<file path="src/logic/dfsh_cfg.svh">
`ifndef DFSH_CFG_SVH
`define DFSH_CFG_SVH

// ----------------------------------------------------------------
// clock and timing
// ----------------------------------------------------------------
`define DFSH_CLK_HZ         100000000
`define DFSH_MS_CYC         (`DFSH_CLK_HZ / 1000)
`define DFSH_UV_TIME_MS     25
`define DFSH_UV_CYC         (`DFSH_MS_CYC * `DFSH_UV_TIME_MS)
`define DFSH_LF_HZ          47
`define DFSH_LF_CYC         (`DFSH_CLK_HZ / `DFSH_LF_HZ)
`define DFSH_OF_HZ          63
`define DFSH_OF_CYC         (`DFSH_CLK_HZ / `DFSH_OF_HZ)
`define DFSH_DROP_MS        8'h0a
`define DFSH_OVLD_TIME_MS   16'h03e8
`define DFSH_ACC_DECAY_MS   10'h3e8
`define DFSH_ACC_MAX        3'h4

// ----------------------------------------------------------------
// register offsets
// ----------------------------------------------------------------
`define DFSH_REG_CTRL       8'h00
`define DFSH_REG_BLK_TIME   8'h01
`define DFSH_REG_BLK_CUR    8'h02
`define DFSH_REG_STATUS     8'h03
`define DFSH_REG_MSG        8'h04
`define DFSH_REG_WARN       8'h05
`define DFSH_REG_FAULT      8'h06
`define DFSH_REG_INH_DISP   8'h07
`define DFSH_REG_HIST_FIRST 8'h10
`define DFSH_REG_HIST_LAST  8'h17

// ----------------------------------------------------------------
// field positions and reset values
// ----------------------------------------------------------------
`define DFSH_CTRL_LINK_CHK  0
`define DFSH_CTRL_EXT_POL   1
`define DFSH_CTRL_ACK       2
`define DFSH_RST_BLK_TIME   16'h01f4
`define DFSH_RST_BLK_CUR    12'h800

// ----------------------------------------------------------------
// numeric fault numbers
// ----------------------------------------------------------------
`define DFSH_FC_NONE        8'h00
`define DFSH_FC_UNDERFREQ   8'h01
`define DFSH_FC_OVERFREQ    8'h02
`define DFSH_FC_UNDERVOLT   8'h03
`define DFSH_FC_EXT_TRIP    8'h04
`define DFSH_FC_OVERLOAD    8'h05
`define DFSH_FC_BLOCKED     8'h06

`endif

</file>
<file path="src/logic/dfsh_pkg.sv">
package dfsh_pkg;

  // ----------------------------------------------------------------
  // pins from outside the clock domain
  // ----------------------------------------------------------------
  typedef struct packed {
    logic       ctrl_enable_sw;  // enable switch closed
    logic       torque_ok;       // machine produces torque
    logic       supply_loss;     // control supply switched off
    logic       link_up;         // automation module talking
    logic       field_ok;        // field current built up
    logic       param_load;      // parameter set load via terminal
    logic       trip_reset;      // terminal trip reset
    logic       ext_trip;        // external trip input
    logic       zero_cross;      // mains zero crossing, once a period
    logic       mains_uv;        // mains undervoltage flagged
    logic       mains_ov;        // mains overvoltage flagged
    logic       speed_at_limit;  // speed controller saturated
    logic       oc_accel;        // overcurrent acceleration
    logic       over_rated;      // armature current above 1.05 rated
    logic       standstill;      // motor at standstill
    logic [2:0] inhibit_src;     // other inhibit sources
  } dfsh_pins_t;

  // trip latch states
  typedef enum logic {
    DFSH_T_OK,
    DFSH_T_TRIPPED
  } dfsh_trip_st_t;

  // ----------------------------------------------------------------
  // whole module state
  // ----------------------------------------------------------------
  typedef struct packed {
    dfsh_pins_t      p1, p2, p3;  // sync stages and edge history
    logic [21:0]     per_cnt;     // mains period counter
    logic            lf, of, uv;  // mains message flags
    logic [16:0]     ms_cnt;      // millisecond prescaler
    logic [15:0]     blk_ms;      // blocking time elapsed
    logic [15:0]     ovl_ms;      // sustained overload time
    logic [2:0]      acc_cnt;     // recent overcurrent accelerations
    logic [9:0]      acc_dec;     // decay timer
    dfsh_trip_st_t   trip_st;
    logic [7:0]      trip_code;
    logic [7:0]      msg_code;
    logic            link_seen, field_built;
    logic [7:0]      drop_ms;     // ready drop timer
    logic [7:0][7:0] hist;        // history, [0] newest
    logic            link_chk, ext_pol;
    logic [15:0]     blk_time;
    logic [11:0]     blk_cur;
    logic [15:0]     rdata;
    logic            ready, inhibit, cur_lim, fail;
    logic [5:0]      fire;
    logic [7:0]      inh_disp;
  } dfsh_state_t;

endpackage

</file>
<file path="src/logic/dfsh_top.sv">
`timescale 1ns/1ps
`include "dfsh_cfg.svh"
// Behaviour
// [RULE_01] ready drops: no torque or supply lost; no torque drops ready only while the enable switch is closed
// [RULE_02] with link check, ready waits for link
// [RULE_03] ready waits until field current built
// [RULE_04] ready drops briefly on parameter load
// [RULE_05] ready drops briefly on mains interruption
// [RULE_06] current limit flag follows speed saturation
// [RULE_07] inhibit on open switch or other source
// [RULE_08] inhibit during mains under or overvoltage
// [RULE_09] no ignition pulses while inhibited
// [RULE_10] message, warning, trip and status readable
// [RULE_11] eight history entries, newest first
// [RULE_12] history readable at eight consecutive addresses
// [RULE_13] history written only after fault cleared
// [RULE_14] oldest entry lost on each new entry
// [RULE_15] faults read back as numeric codes
// [RULE_16] underfrequency below 47 Hz
// [RULE_17] overfrequency above 63 Hz
// [RULE_18] undervoltage after 25 ms without zero crossing
// [RULE_19] external trip, polarity selectable
// [RULE_20] overload on accelerations or sustained overcurrent
// [RULE_21] blocked after standstill current exceeds time
// [RULE_22] trip released only by accepted acknowledge
// [RULE_23] messages release inhibit automatically
// [RULE_24] history shifts and stores in one cycle
// [RULE_25] history cleared to no fault on reset
module dfsh_top #(
  parameter int unsigned P_MS_CYC = `DFSH_MS_CYC,
  parameter int unsigned P_UV_CYC = `DFSH_UV_CYC,
  parameter int unsigned P_LF_CYC = `DFSH_LF_CYC,
  parameter int unsigned P_OF_CYC = `DFSH_OF_CYC
) (
  input  wire logic               i_clock,
  input  wire logic               i_rst,
  input  wire dfsh_pkg::dfsh_pins_t i_pins,
  input  wire logic [11:0]        i_arm_current,
  input  wire logic [5:0]         i_fire,
  input  wire logic [7:0]         i_addr,
  input  wire logic [15:0]        i_wdata,
  input  wire logic               i_wr,
  input  wire logic               i_rd,
  output logic [15:0]             o_rdata,
  output logic                    o_drive_ready,
  output logic                    o_pulse_inhibit,
  output logic                    o_current_limit_flag,
  output logic                    o_fault_active,
  output logic [5:0]              o_fire
);

  // ----------------------------------------------------------------
  // state and helpers
  // ----------------------------------------------------------------
  dfsh_pkg::dfsh_state_t s_q;           // registered state
  dfsh_pkg::dfsh_state_t s_d;           // next state
  logic                  ms_tick;       // one per millisecond
  logic                  zc_edge;       // zero crossing seen
  logic                  param_edge;    // parameter load edge
  logic                  ack;           // acknowledge request
  logic                  ext_act;       // external trip active
  logic                  ovl_trip;      // overload condition
  logic                  blk_cond;      // standstill overcurrent
  logic                  blk_trip;      // blocking condition
  logic                  trip_src_any;  // any trip source
  logic [7:0]            trip_new;      // code of new trip
  logic [7:0]            msg_now;       // current message code
  logic [7:0]            warn_now;      // current warning code
  logic                  hist_wr;       // history write
  logic [7:0]            wr_code;       // code to record
  logic [2:0]            hist_idx;      // history read index

  // picks the message code from the mains flags
  function automatic logic [7:0] msg_pick(input logic uv, input logic lf, input logic of);
    if (uv) begin
      msg_pick = `DFSH_FC_UNDERVOLT;
    end else if (lf) begin
      msg_pick = `DFSH_FC_UNDERFREQ;
    end else if (of) begin
      msg_pick = `DFSH_FC_OVERFREQ;
    end else begin
      msg_pick = `DFSH_FC_NONE;
    end
  endfunction

  // ----------------------------------------------------------------
  // next state
  // ----------------------------------------------------------------
  always_comb begin
    s_d      = s_q;
    hist_wr  = 1'b0;
    wr_code  = `DFSH_FC_NONE;
    hist_idx = 3'(i_addr - `DFSH_REG_HIST_FIRST);
    // two-stage sync, third stage for edges
    s_d.p1 = i_pins;
    s_d.p2 = s_q.p1;
    s_d.p3 = s_q.p2;
    zc_edge    = s_q.p2.zero_cross & ~s_q.p3.zero_cross;
    param_edge = s_q.p2.param_load & ~s_q.p3.param_load;
    ack = (i_wr && i_addr == `DFSH_REG_CTRL && i_wdata[`DFSH_CTRL_ACK]) ||
          (s_q.p2.trip_reset & ~s_q.p3.trip_reset);

    // millisecond prescaler
    ms_tick = (s_q.ms_cnt == 17'(P_MS_CYC - 1));
    s_d.ms_cnt = ms_tick ? 17'h0 : s_q.ms_cnt + 17'h1;

    // mains period measurement
    if (zc_edge) begin
      s_d.per_cnt = 22'h0;
      s_d.lf      = s_q.per_cnt > 22'(P_LF_CYC);                 // RULE_16
      s_d.of      = s_q.per_cnt < 22'(P_OF_CYC);                 // RULE_17
      s_d.uv      = 1'b0;
    end else if (s_q.per_cnt == 22'(P_UV_CYC)) begin
      s_d.uv      = 1'b1;                                        // RULE_18
    end else begin
      s_d.per_cnt = s_q.per_cnt + 22'h1;
    end

    // external trip with selectable polarity
    ext_act = s_q.p2.ext_trip ^ s_q.ext_pol;                     // RULE_19

    // overload: sustained overcurrent or too many accelerations
    if (!s_q.p2.over_rated) begin
      s_d.ovl_ms = 16'h0;
    end else if (ms_tick && s_q.ovl_ms != `DFSH_OVLD_TIME_MS) begin
      s_d.ovl_ms = s_q.ovl_ms + 16'h1;
    end
    if (ms_tick) begin
      s_d.acc_dec = (s_q.acc_dec == `DFSH_ACC_DECAY_MS) ? 10'h0 : s_q.acc_dec + 10'h1;
    end
    if (s_q.p2.oc_accel && !s_q.p3.oc_accel && s_q.acc_cnt != `DFSH_ACC_MAX) begin
      s_d.acc_cnt = s_q.acc_cnt + 3'h1;
    end else if (ms_tick && s_q.acc_dec == `DFSH_ACC_DECAY_MS && s_q.acc_cnt != 3'h0) begin
      s_d.acc_cnt = s_q.acc_cnt - 3'h1;
    end
    ovl_trip = (s_q.ovl_ms == `DFSH_OVLD_TIME_MS) ||
               (s_q.acc_cnt == `DFSH_ACC_MAX);                   // RULE_20

    // blocking: standstill current above threshold too long
    blk_cond = s_q.p2.standstill && (i_arm_current > s_q.blk_cur);
    if (!blk_cond) begin
      s_d.blk_ms = 16'h0;
    end else if (ms_tick && s_q.blk_ms != 16'hffff) begin
      s_d.blk_ms = s_q.blk_ms + 16'h1;
    end
    blk_trip = blk_cond && (s_q.blk_ms > s_q.blk_time);          // RULE_21

    // trip source priority
    trip_src_any = ext_act | ovl_trip | blk_trip;
    if (ext_act) begin
      trip_new = `DFSH_FC_EXT_TRIP;
    end else if (blk_trip) begin
      trip_new = `DFSH_FC_BLOCKED;
    end else begin
      trip_new = `DFSH_FC_OVERLOAD;
    end

    // trip latch
    case (s_q.trip_st)
      dfsh_pkg::DFSH_T_OK: begin
        if (trip_src_any) begin
          s_d.trip_st   = dfsh_pkg::DFSH_T_TRIPPED;
          s_d.trip_code = trip_new;
        end
      end
      dfsh_pkg::DFSH_T_TRIPPED: begin
        // acknowledge refused while a source is still active
        if (ack && !trip_src_any) begin                          // RULE_22
          s_d.trip_st   = dfsh_pkg::DFSH_T_OK;
          s_d.trip_code = `DFSH_FC_NONE;
          hist_wr       = 1'b1;                                  // RULE_13
          wr_code       = s_q.trip_code;
        end
      end
      default: s_d.trip_st = dfsh_pkg::DFSH_T_OK;
    endcase

    // messages clear themselves; recorded when gone, unless a trip is recorded in the same cycle
    msg_now = msg_pick(s_q.uv, s_q.lf, s_q.of);                  // RULE_23
    s_d.msg_code = msg_now;
    if (!hist_wr && s_q.msg_code != `DFSH_FC_NONE && msg_now == `DFSH_FC_NONE) begin
      hist_wr = 1'b1;                                            // RULE_13
      wr_code = s_q.msg_code;
    end
    warn_now = (s_q.ovl_ms != 16'h0 || s_q.acc_cnt != 3'h0) ? `DFSH_FC_OVERLOAD : `DFSH_FC_NONE;

    // history shift, oldest entry falls off
    if (hist_wr) begin
      for (int i = 7; i > 0; i--) begin
        s_d.hist[i] = s_q.hist[i-1];                             // RULE_14 RULE_24
      end
      s_d.hist[0] = wr_code;                                     // RULE_11
    end

    // power-up conditions for ready
    if (s_q.p2.link_up) begin
      s_d.link_seen = 1'b1;
    end
    if (s_q.p2.field_ok) begin
      s_d.field_built = 1'b1;
    end

    // brief ready drop
    if (param_edge || (s_d.uv && !s_q.uv)) begin
      s_d.drop_ms = `DFSH_DROP_MS;                               // RULE_04 RULE_05
    end else if (ms_tick && s_q.drop_ms != 8'h0) begin
      s_d.drop_ms = s_q.drop_ms - 8'h1;
    end

    // ready indication
    s_d.ready = (s_q.trip_st == dfsh_pkg::DFSH_T_OK) &&
                !(s_q.p2.ctrl_enable_sw && !s_q.p2.torque_ok) &&  // RULE_01
                !s_q.p2.supply_loss &&                            // RULE_01
                (!s_q.link_chk || s_q.link_seen) &&               // RULE_02
                s_q.field_built &&                                // RULE_03
                (s_q.drop_ms == 8'h0);                            // RULE_04 RULE_05

    // inhibit sources and pulse suppression
    s_d.inh_disp = {s_q.trip_st == dfsh_pkg::DFSH_T_TRIPPED,     // RULE_22
                    msg_now != `DFSH_FC_NONE,                    // RULE_23
                    s_q.p2.mains_ov, s_q.p2.mains_uv,            // RULE_08
                    s_q.p2.inhibit_src,
                    !s_q.p2.ctrl_enable_sw};                     // RULE_07
    s_d.inhibit = |s_d.inh_disp;                                 // RULE_07
    s_d.fire    = s_d.inhibit ? 6'h00 : i_fire;                  // RULE_09
    s_d.cur_lim = s_q.p2.speed_at_limit;                         // RULE_06
    s_d.fail    = (s_q.trip_st == dfsh_pkg::DFSH_T_TRIPPED) ||
                  (msg_now != `DFSH_FC_NONE) || (warn_now != `DFSH_FC_NONE);

    // register writes
    if (i_wr) begin
      if (i_addr == `DFSH_REG_CTRL) begin
        s_d.link_chk = i_wdata[`DFSH_CTRL_LINK_CHK];
        s_d.ext_pol  = i_wdata[`DFSH_CTRL_EXT_POL];
      end else if (i_addr == `DFSH_REG_BLK_TIME) begin
        s_d.blk_time = i_wdata;
      end else if (i_addr == `DFSH_REG_BLK_CUR) begin
        s_d.blk_cur = i_wdata[11:0];
      end
    end

    // register reads, data one cycle later
    s_d.rdata = 16'h0000;
    if (i_rd) begin
      if (i_addr == `DFSH_REG_CTRL) begin
        s_d.rdata = {13'h0, 1'b0, s_q.ext_pol, s_q.link_chk};
      end else if (i_addr == `DFSH_REG_BLK_TIME) begin
        s_d.rdata = s_q.blk_time;
      end else if (i_addr == `DFSH_REG_BLK_CUR) begin
        s_d.rdata = {4'h0, s_q.blk_cur};
      end else if (i_addr == `DFSH_REG_STATUS) begin
        s_d.rdata = {10'h0, s_q.fail, msg_now != `DFSH_FC_NONE,   // RULE_10
                     s_q.trip_st == dfsh_pkg::DFSH_T_TRIPPED,
                     s_q.cur_lim, s_q.inhibit, s_q.ready};
      end else if (i_addr == `DFSH_REG_MSG) begin
        s_d.rdata = {8'h00, msg_now};                            // RULE_10
      end else if (i_addr == `DFSH_REG_WARN) begin
        s_d.rdata = {8'h00, warn_now};                           // RULE_10
      end else if (i_addr == `DFSH_REG_FAULT) begin
        s_d.rdata = {8'h00, s_q.trip_code};                      // RULE_15
      end else if (i_addr == `DFSH_REG_INH_DISP) begin
        s_d.rdata = {8'h00, s_q.inh_disp};                       // RULE_07
      end else if (i_addr >= `DFSH_REG_HIST_FIRST && i_addr <= `DFSH_REG_HIST_LAST) begin
        s_d.rdata = {8'h00, s_q.hist[hist_idx]};                 // RULE_12 RULE_15
      end
    end

    // synchronous reset
    if (i_rst) begin
      s_d          = '0;                                         // RULE_25
      s_d.trip_st  = dfsh_pkg::DFSH_T_OK;
      s_d.inhibit  = 1'b1;
      s_d.blk_time = `DFSH_RST_BLK_TIME;
      s_d.blk_cur  = `DFSH_RST_BLK_CUR;
    end
  end

  // ----------------------------------------------------------------
  // state register
  // ----------------------------------------------------------------
  always_ff @(posedge i_clock) begin
    s_q <= s_d;
  end

  // outputs straight from flip-flops
  assign o_rdata              = s_q.rdata;
  assign o_drive_ready        = s_q.ready;
  assign o_pulse_inhibit      = s_q.inhibit;
  assign o_current_limit_flag = s_q.cur_lim;
  assign o_fault_active       = s_q.fail;
  assign o_fire               = s_q.fire;
endmodule

</file>
<file path="config.mk">
export PLATFORM = sky130hd
export DESIGN_NAME = dfsh_top
export DESIGN_NICKNAME = d
export VERILOG_FILES = /design/src/logic/dfsh_pkg.sv /design/src/logic/dfsh_top.sv
export VERILOG_INCLUDE_DIRS = /design/src /design/src/logic
export SDC_FILE = /design/constraint.sdc
export NUM_CORES = 1
export LEC_CHECK = 0
export BUFFER_PORTS_ARGS = -buffer_cell sky130_fd_sc_hd__buf_2
export CORE_ASPECT_RATIO = 0.9
export CORE_MARGIN = 10
export CORE_UTILIZATION = 50
export DETAILED_ROUTE_END_ITERATION = 8
export GPL_ROUTABILITY_DRIVEN = 0
export HOLD_SLACK_MARGIN = 0.15
export PLACE_DENSITY = 0.69
export SETUP_SLACK_MARGIN = 0.3
export SLEW_MARGIN = 20
export SYNTH_ARGS = -nofsm -noshare
export SYNTH_HDL_FRONTEND = slang
export SYNTH_SLANG_ARGS = --single-unit
</file>
<file path="constraint.sdc">
create_clock -name i_clock -period 6.5 [get_ports i_clock]
set_input_delay 1.3 -clock i_clock [delete_from_list [all_inputs] [get_ports i_clock]]
set_output_delay 1.3 -clock i_clock [all_outputs]
set_load 0.01 [all_outputs]
</file>
=== Word level (Yosys, flattened, before mapping) ===
Index checks and enable logic that the tools add are counted.

* Add/sub/neg operators: 9
* $mul: 0
* Divide/modulo/power cells: 0
* Order comparisons: 7
* Equality and inequality tests: 17
* Shift operators: 0
* Multiplexer cells: 33
* Bitwise logic cells: 15
* Reduce and logical (&&, ||, !) cells: 62

{| class="wikitable"
|+ Operator list
! kind !! count
|-
| 8-bit two-way mux || 10
|-
| 16-bit by 1-bit adder with 16-bit output, second input constant || 2
|-
| 8-bit by 3-bit == test with 1-bit output, second input constant || 4
|-
| 8-bit nonzero test || 4
|-
| 8-bit binary-select mux with 3-bit select || 1
|-
| 8-bit zero test || 3
|-
| 22-bit by 1-bit adder with 22-bit output, second input constant || 1
|-
| 22-bit == test, second input constant || 1
|-
| 22-bit > comparator, second input constant || 1
|-
| 1-bit logical AND || 22
|-
| 22-bit by 21-bit < comparator with 1-bit output, second input constant || 1
|-
| 9-bit two-way mux || 2
|-
| 9-bit case mux with 2 select lines || 1
|-
| 17-bit by 1-bit adder with 17-bit output, second input constant || 1
|-
| 17-bit == test, second input constant || 1
|-
| 16-bit by 10-bit == test with 1-bit output, second input constant || 1
|-
| 8-bit by 2-bit == test with 1-bit output, second input constant || 2
|-
| 16-bit > comparator || 1
|-
| 16-bit two-way mux || 1
|-
| 16-bit by 10-bit != test with 1-bit output, second input constant || 1
|-
| 16-bit != test, second input constant || 1
|-
| 16-bit nonzero test || 1
|-
| 12-bit > comparator || 1
|-
| 12-bit two-way mux || 1
|-
| 33 further kinds || 78
|}

* Bits in registers: 282
* Bits in latches: 0
* Bits in writable memories: 0
* Bits in read-only memories: 0
* Bits of input ports: 64
* Output and inout bits: 26
* Logic and storage cells: 215
* Memories: 0

=== Longest topological paths before layout ===
* Depth after elaboration: 12
* Gate-level depth with buffers: 11
* Gate-level depth less buffers: 9

=== Worst setup path after synthesis ===
OpenSTA, ideal clock, no wires.

* Path type: input to register
* From: input i_arm_current[7]
* To: register s_q[102] (netlist bit)
* Setup time: 0.072 ns
* Arrival: 3.177 ns
* Data required time: 6.428 ns
* Setup slack: 3.252 ns
* Stages: 10
* Buffers on the path: 2
* Cells stage by stage: ha_1 -> nand2_1 -> o21ai_0 -> a221oi_1 -> a211oi_1 -> a21oi_4 -> nor2b_1 -> buf_6 -> buf_6 -> mux2i_1

* Word-level cells in the longest chain between the ends: 12

{| class="wikitable"
|+ Ends and longest elaborated chain
! element !! line !! text
|-
| start: declaration || dfsh_top.sv:38 || <nowiki>input wire logic [11:0] i_arm_current,</nowiki>
|-
| 12-bit > comparator (*) || dfsh_top.sv:140 || <nowiki>blk_cond = s_q.p2.standstill && (i_arm_current > s_q.blk_cur);</nowiki>
|-
| 1-bit logical AND (*) || dfsh_top.sv:140 ||
|-
| 1-bit logical AND (*) || dfsh_top.sv:146 || <nowiki>blk_trip = blk_cond && (s_q.blk_ms > s_q.blk_time);</nowiki>
|-
| 1-bit OR (*) || dfsh_top.sv:149 || <nowiki>trip_src_any = ext_act | ovl_trip | blk_trip;</nowiki>
|-
| 1-bit zero test (*) || dfsh_top.sv:168 || <nowiki>if (ack && !trip_src_any) begin</nowiki>
|-
| 1-bit logical AND (*) || dfsh_top.sv:168 ||
|-
| 1-bit two-way mux (*) || dfsh_top.sv:168 ||
|-
| 1-bit two-way mux (*) || dfsh_top.sv:159 || <nowiki>case (s_q.trip_st)</nowiki>
|-
| 1-bit zero test || dfsh_top.sv:181 || <nowiki>if (!hist_wr && s_q.msg_code != `DFSH_FC_NONE && msg_now == `DFSH_FC_NONE) begin</nowiki>
|-
| 1-bit logical AND (no line) (2 in a row) || n/a ||
|-
| 1-bit two-way mux (*) || dfsh_top.sv:181 ||
|-
| end signal: assignment || dfsh_top.sv:282 || <nowiki>s_q <= s_d;</nowiki>
|-
| end: declaration || dfsh_top.sv:55 || <nowiki>dfsh_pkg::dfsh_state_t s_q;</nowiki>
|}

Every way passes the cells marked *; elsewhere a longest branch is shown, timed or not.
A chain may end at the register's enable or synchronous reset.

=== Worst setup path in the final report ===
* From: input i_arm_current[7]
* To: register s_q[73] (netlist bit)

The elaborated chain is that of the path after synthesis.

==> flow_summary_export.csv <==
group,metric,value,unit
min_path,hold_start,"s_q[277]",
synthesis,synth_area_leaders,"dfxtp_1 45%, nor2_1 4.8%, ha_1 4.5%",
timing,timing_hold_violations_final,0,
timing,setup_ws,3110,ps
synthesis,synth_nets,1288,
final_layout,utilization,0.575,
place,dpl.hpwl,16.5,mm
floorplan,start_util,0.510,
synthesis,synth_top_cells_by_count,"239 x dfxtp_1, 136 x nor2_1, 99 x nand2_1, 65 x a21oi_1, 57 x nor2b_1",
route,dr.pass1.iters,5,
power_and_ir_drop,irDropWorstVdd,0.182,mV
cts,clk_path_buf_depth,3,
floorplan,dieArea,27600,um^2
timing,rsz0062_at_grt,"no",
timing,max_freq,295,MHz
worst_setup_path,r2r_end,"s_q[73]",
run,drv_cap,0,
timing,skew,18.1,ps
synthesis,yosysMostFrequentCell,"dfxtp_1",
route,drtIter0Drc,472,
worst_setup_path,required,6940,ps
floorplan,io_pins,90,
synthesis,synth_area,10700,um^2
cts,post_cts_buffers,0,
worst_setup_path,cp-end-kind,"flop",
cts,clock_sinks,239,
min_path,holdCritPathClass,"flop to flop",
final_layout,drive_above_1_share,0.129,
timing,fin_crit_sh,0.522,
synthesis,ys_seq_elements,239,
worst_setup_path,r2r_start,"s_q[60]",
worst_setup_path,cpLargestDelayFamily,"compound AO/OA/AOI/OAI gates",
global_routing,grt_pass1_wl,38.2,mm
global_routing,grt_pass1_vias,7634,
timing,maxSlewViolCount,0,
route,num_vias,8041,
final_layout,area_delta_synth_final,12.6,%
worst_setup_path,worstPathMaxFanout,28,
global_routing,overflow,0,
floorplan,rows,50,
power_and_ir_drop,p_per_area,261,nW/um^2
worst_setup_path,cp.buffers_inverters,2,
synthesis,synth_ff_type,"dfxtp_1",
final_layout,nNetsFinal,1341,
synthesis,yosysSeqAreaShare,0.449,
worst_setup_path,worstSetupPathType,"primary input to flop",
cts,cts_hold_buf,0,
synthesis,syn_area_per_cell,8.99,um^2
cts,cts_tree,"built",
synthesis,synth_area_leader_cell,"dfxtp_1",
cts,cts_resized,0,
synthesis,synth_edf_count,0,
worst_setup_path,slowest_stage,"a211oi_1",
place,port_buffers,89,
timing,timing.slew.headroom,0.392,
worst_setup_path,crit_arrival,3830,ps
synthesis,synth_warnings,0,
timing,tns,0,ps
synthesis,synth_cell_types,68,
synthesis,async_flop_share,0,
route,wl_per_cell,14.9,um
min_path,holdPathEnd,"s_q[0]",
worst_setup_path,cp_cell_sequence,"buf_2 > ha_1 > nand2_1 > o21ai_0 > a221oi_1 > a211oi_1 > a21oi_4 > nor2b_2 > buf_4 > mux2i_1",
timing,setup_viol,0,
status,status,"finished, final reports clean",
synthesis,synthCells,1185,
route,remaining_drc_errors,0,
route,antenna_left,0,
cts,clk_latency,510,ps
cts,htree_levels,1,
cts,cts_buffers,25,
cts,clkTransAtPathRegs,60,ps
worst_setup_path,reg2reg_depth,10,
cts,cts_root_buf,"clkbuf_16",
global_routing,grt_util_all_layers,0.164,
min_path,min_delay_path_depth,1,
worst_setup_path,rrSetupSlack,3490,ps
route,wl,23.0,mm
floorplan,die_h,159,um
global_routing,grt_max_degree,92,
worst_setup_path,slowest_delay,730,ps
power_and_ir_drop,p_leak,4.76,nW
timing,period_needed,3390,ps
global_routing,antenna_found_initial,0,
synthesis,synth_top_cell_area_share,0.449,
floorplan,die_w,174,um
timing,worst_slew_pin_slew,909,ps
worst_setup_path,start_kind,"primary input",
route,vias_per_cell,5.21,
final_layout,antennaDiodeCount,0,
floorplan,coreArea,20900,um^2
place,preCtsSetupSlack,2640,ps
-- logic make-up after synthesis --
family | after synthesis | share of synthesized area
AOI/OAI and AO/OA | 156 | 0.0909
xor gates and xnor gates | 71 | 0.0583
adders and majority gates | 39 | 0.0465
buffers and inverters | 122 | 0.0534
DFF | 239 | 0.449
muxes | 47 | 0.0535
and+or+nand+nor | 511 | 0.249
-- cells in the final DEF, fill, tap and decap left out, drive strengths merged, types with 5 or more instances in the layout --
cell	Yosys	routed
o22ai	6	6
xor2	46	46
nor4	10	10
nand2	100	100
ha	38	38
mux2i	39	39
nor2	136	136
clkbuf	35	30
clkinv	0	8
xnor2	25	25
and2	11	11
a31oi	5	5
a21o	7	7
nand2b	42	42
a21oi	66	66
inv	55	56
nand4	22	22
and3	13	13
nor3	25	25
nand3	46	46
a211o	7	7
a22o	6	6
buf	32	93
dfxtp	239	239
or3	19	19
nor2b	57	57
o21ai	32	32
o22a	5	5
mux4	8	8
-- routing by layer --
metal  wire length (um)  track usage  vias up  part of all wire
li1                   -            -     4126                 -
met1              11800        0.237     3692              0.51
met2               9430        0.246      193              0.41
met3               1370       0.0329       30             0.059
met4                408       0.0342        0             0.018
met5                  0            0        -                 0
-- cell type report --
class / instances / area, um^2
Fill cell: 1907 / 8890
Multi-Input combinational cell: 824 / 5310
Sequential cell: 239 / 4780
Clock buffer: 30 / 684
Timing Repair Buffer: 93 / 478
Tap cell: 286 / 358
Inverter: 55 / 206
Clock inverter: 15 / 188
-- power by group --
group	internal, mW	switching [mW]
Combinational	0.0567	0.0775
Clock	0.910	0.583
Sequential	1.49	0.0146
-- how the worst max path moves through the flow --
| stage | cells past startpoint | to | slack, ps | from |
|---|---|---|---|---|
| 6_report | 10 | s_q[73] | 3110 | i_arm_current[7] |
| 5_1_grt | 10 | s_q[81] | 3030 | i_arm_current[7] |
| 4_1_cts | 10 | s_q[106] | 3170 | i_arm_current[7] |
| 3_5_place_dp | 10 | s_q[106] | 2640 | i_arm_current[7] |
| 3_3_place_gp | 10 | s_q[113] | 2720 | i_arm_current[7] |
| 2_1_floorplan | 10 | s_q[102] | 3250 | i_arm_current[7] |
-- registers in the layout, indices dropped and copies added (netlist names) --
signal                flops
o_rdata                  16
o_fault_active            1
o_fire                    6
s_q                     213
o_pulse_inhibit           1
o_drive_ready             1
o_current_limit_flag      1
-- per-stage QoR --
step | power [mW] | std cells | area [um^2] | hold WS, ps
2_1_floorplan | 1.62 | 1185 | 10700 | 393
3_3_place_gp | 1.66 | 1497 | 11100 | 409
3_5_place_dp | 1.67 | 1497 | 11100 | 421
4_1_cts | 3.16 | 1542 | 12000 | 431
5_1_grt | 3.24 | 1542 | 12000 | 435
6_report | 3.13 | 1542 | 12000 | 428
Power figures use the tool's default switching activity.
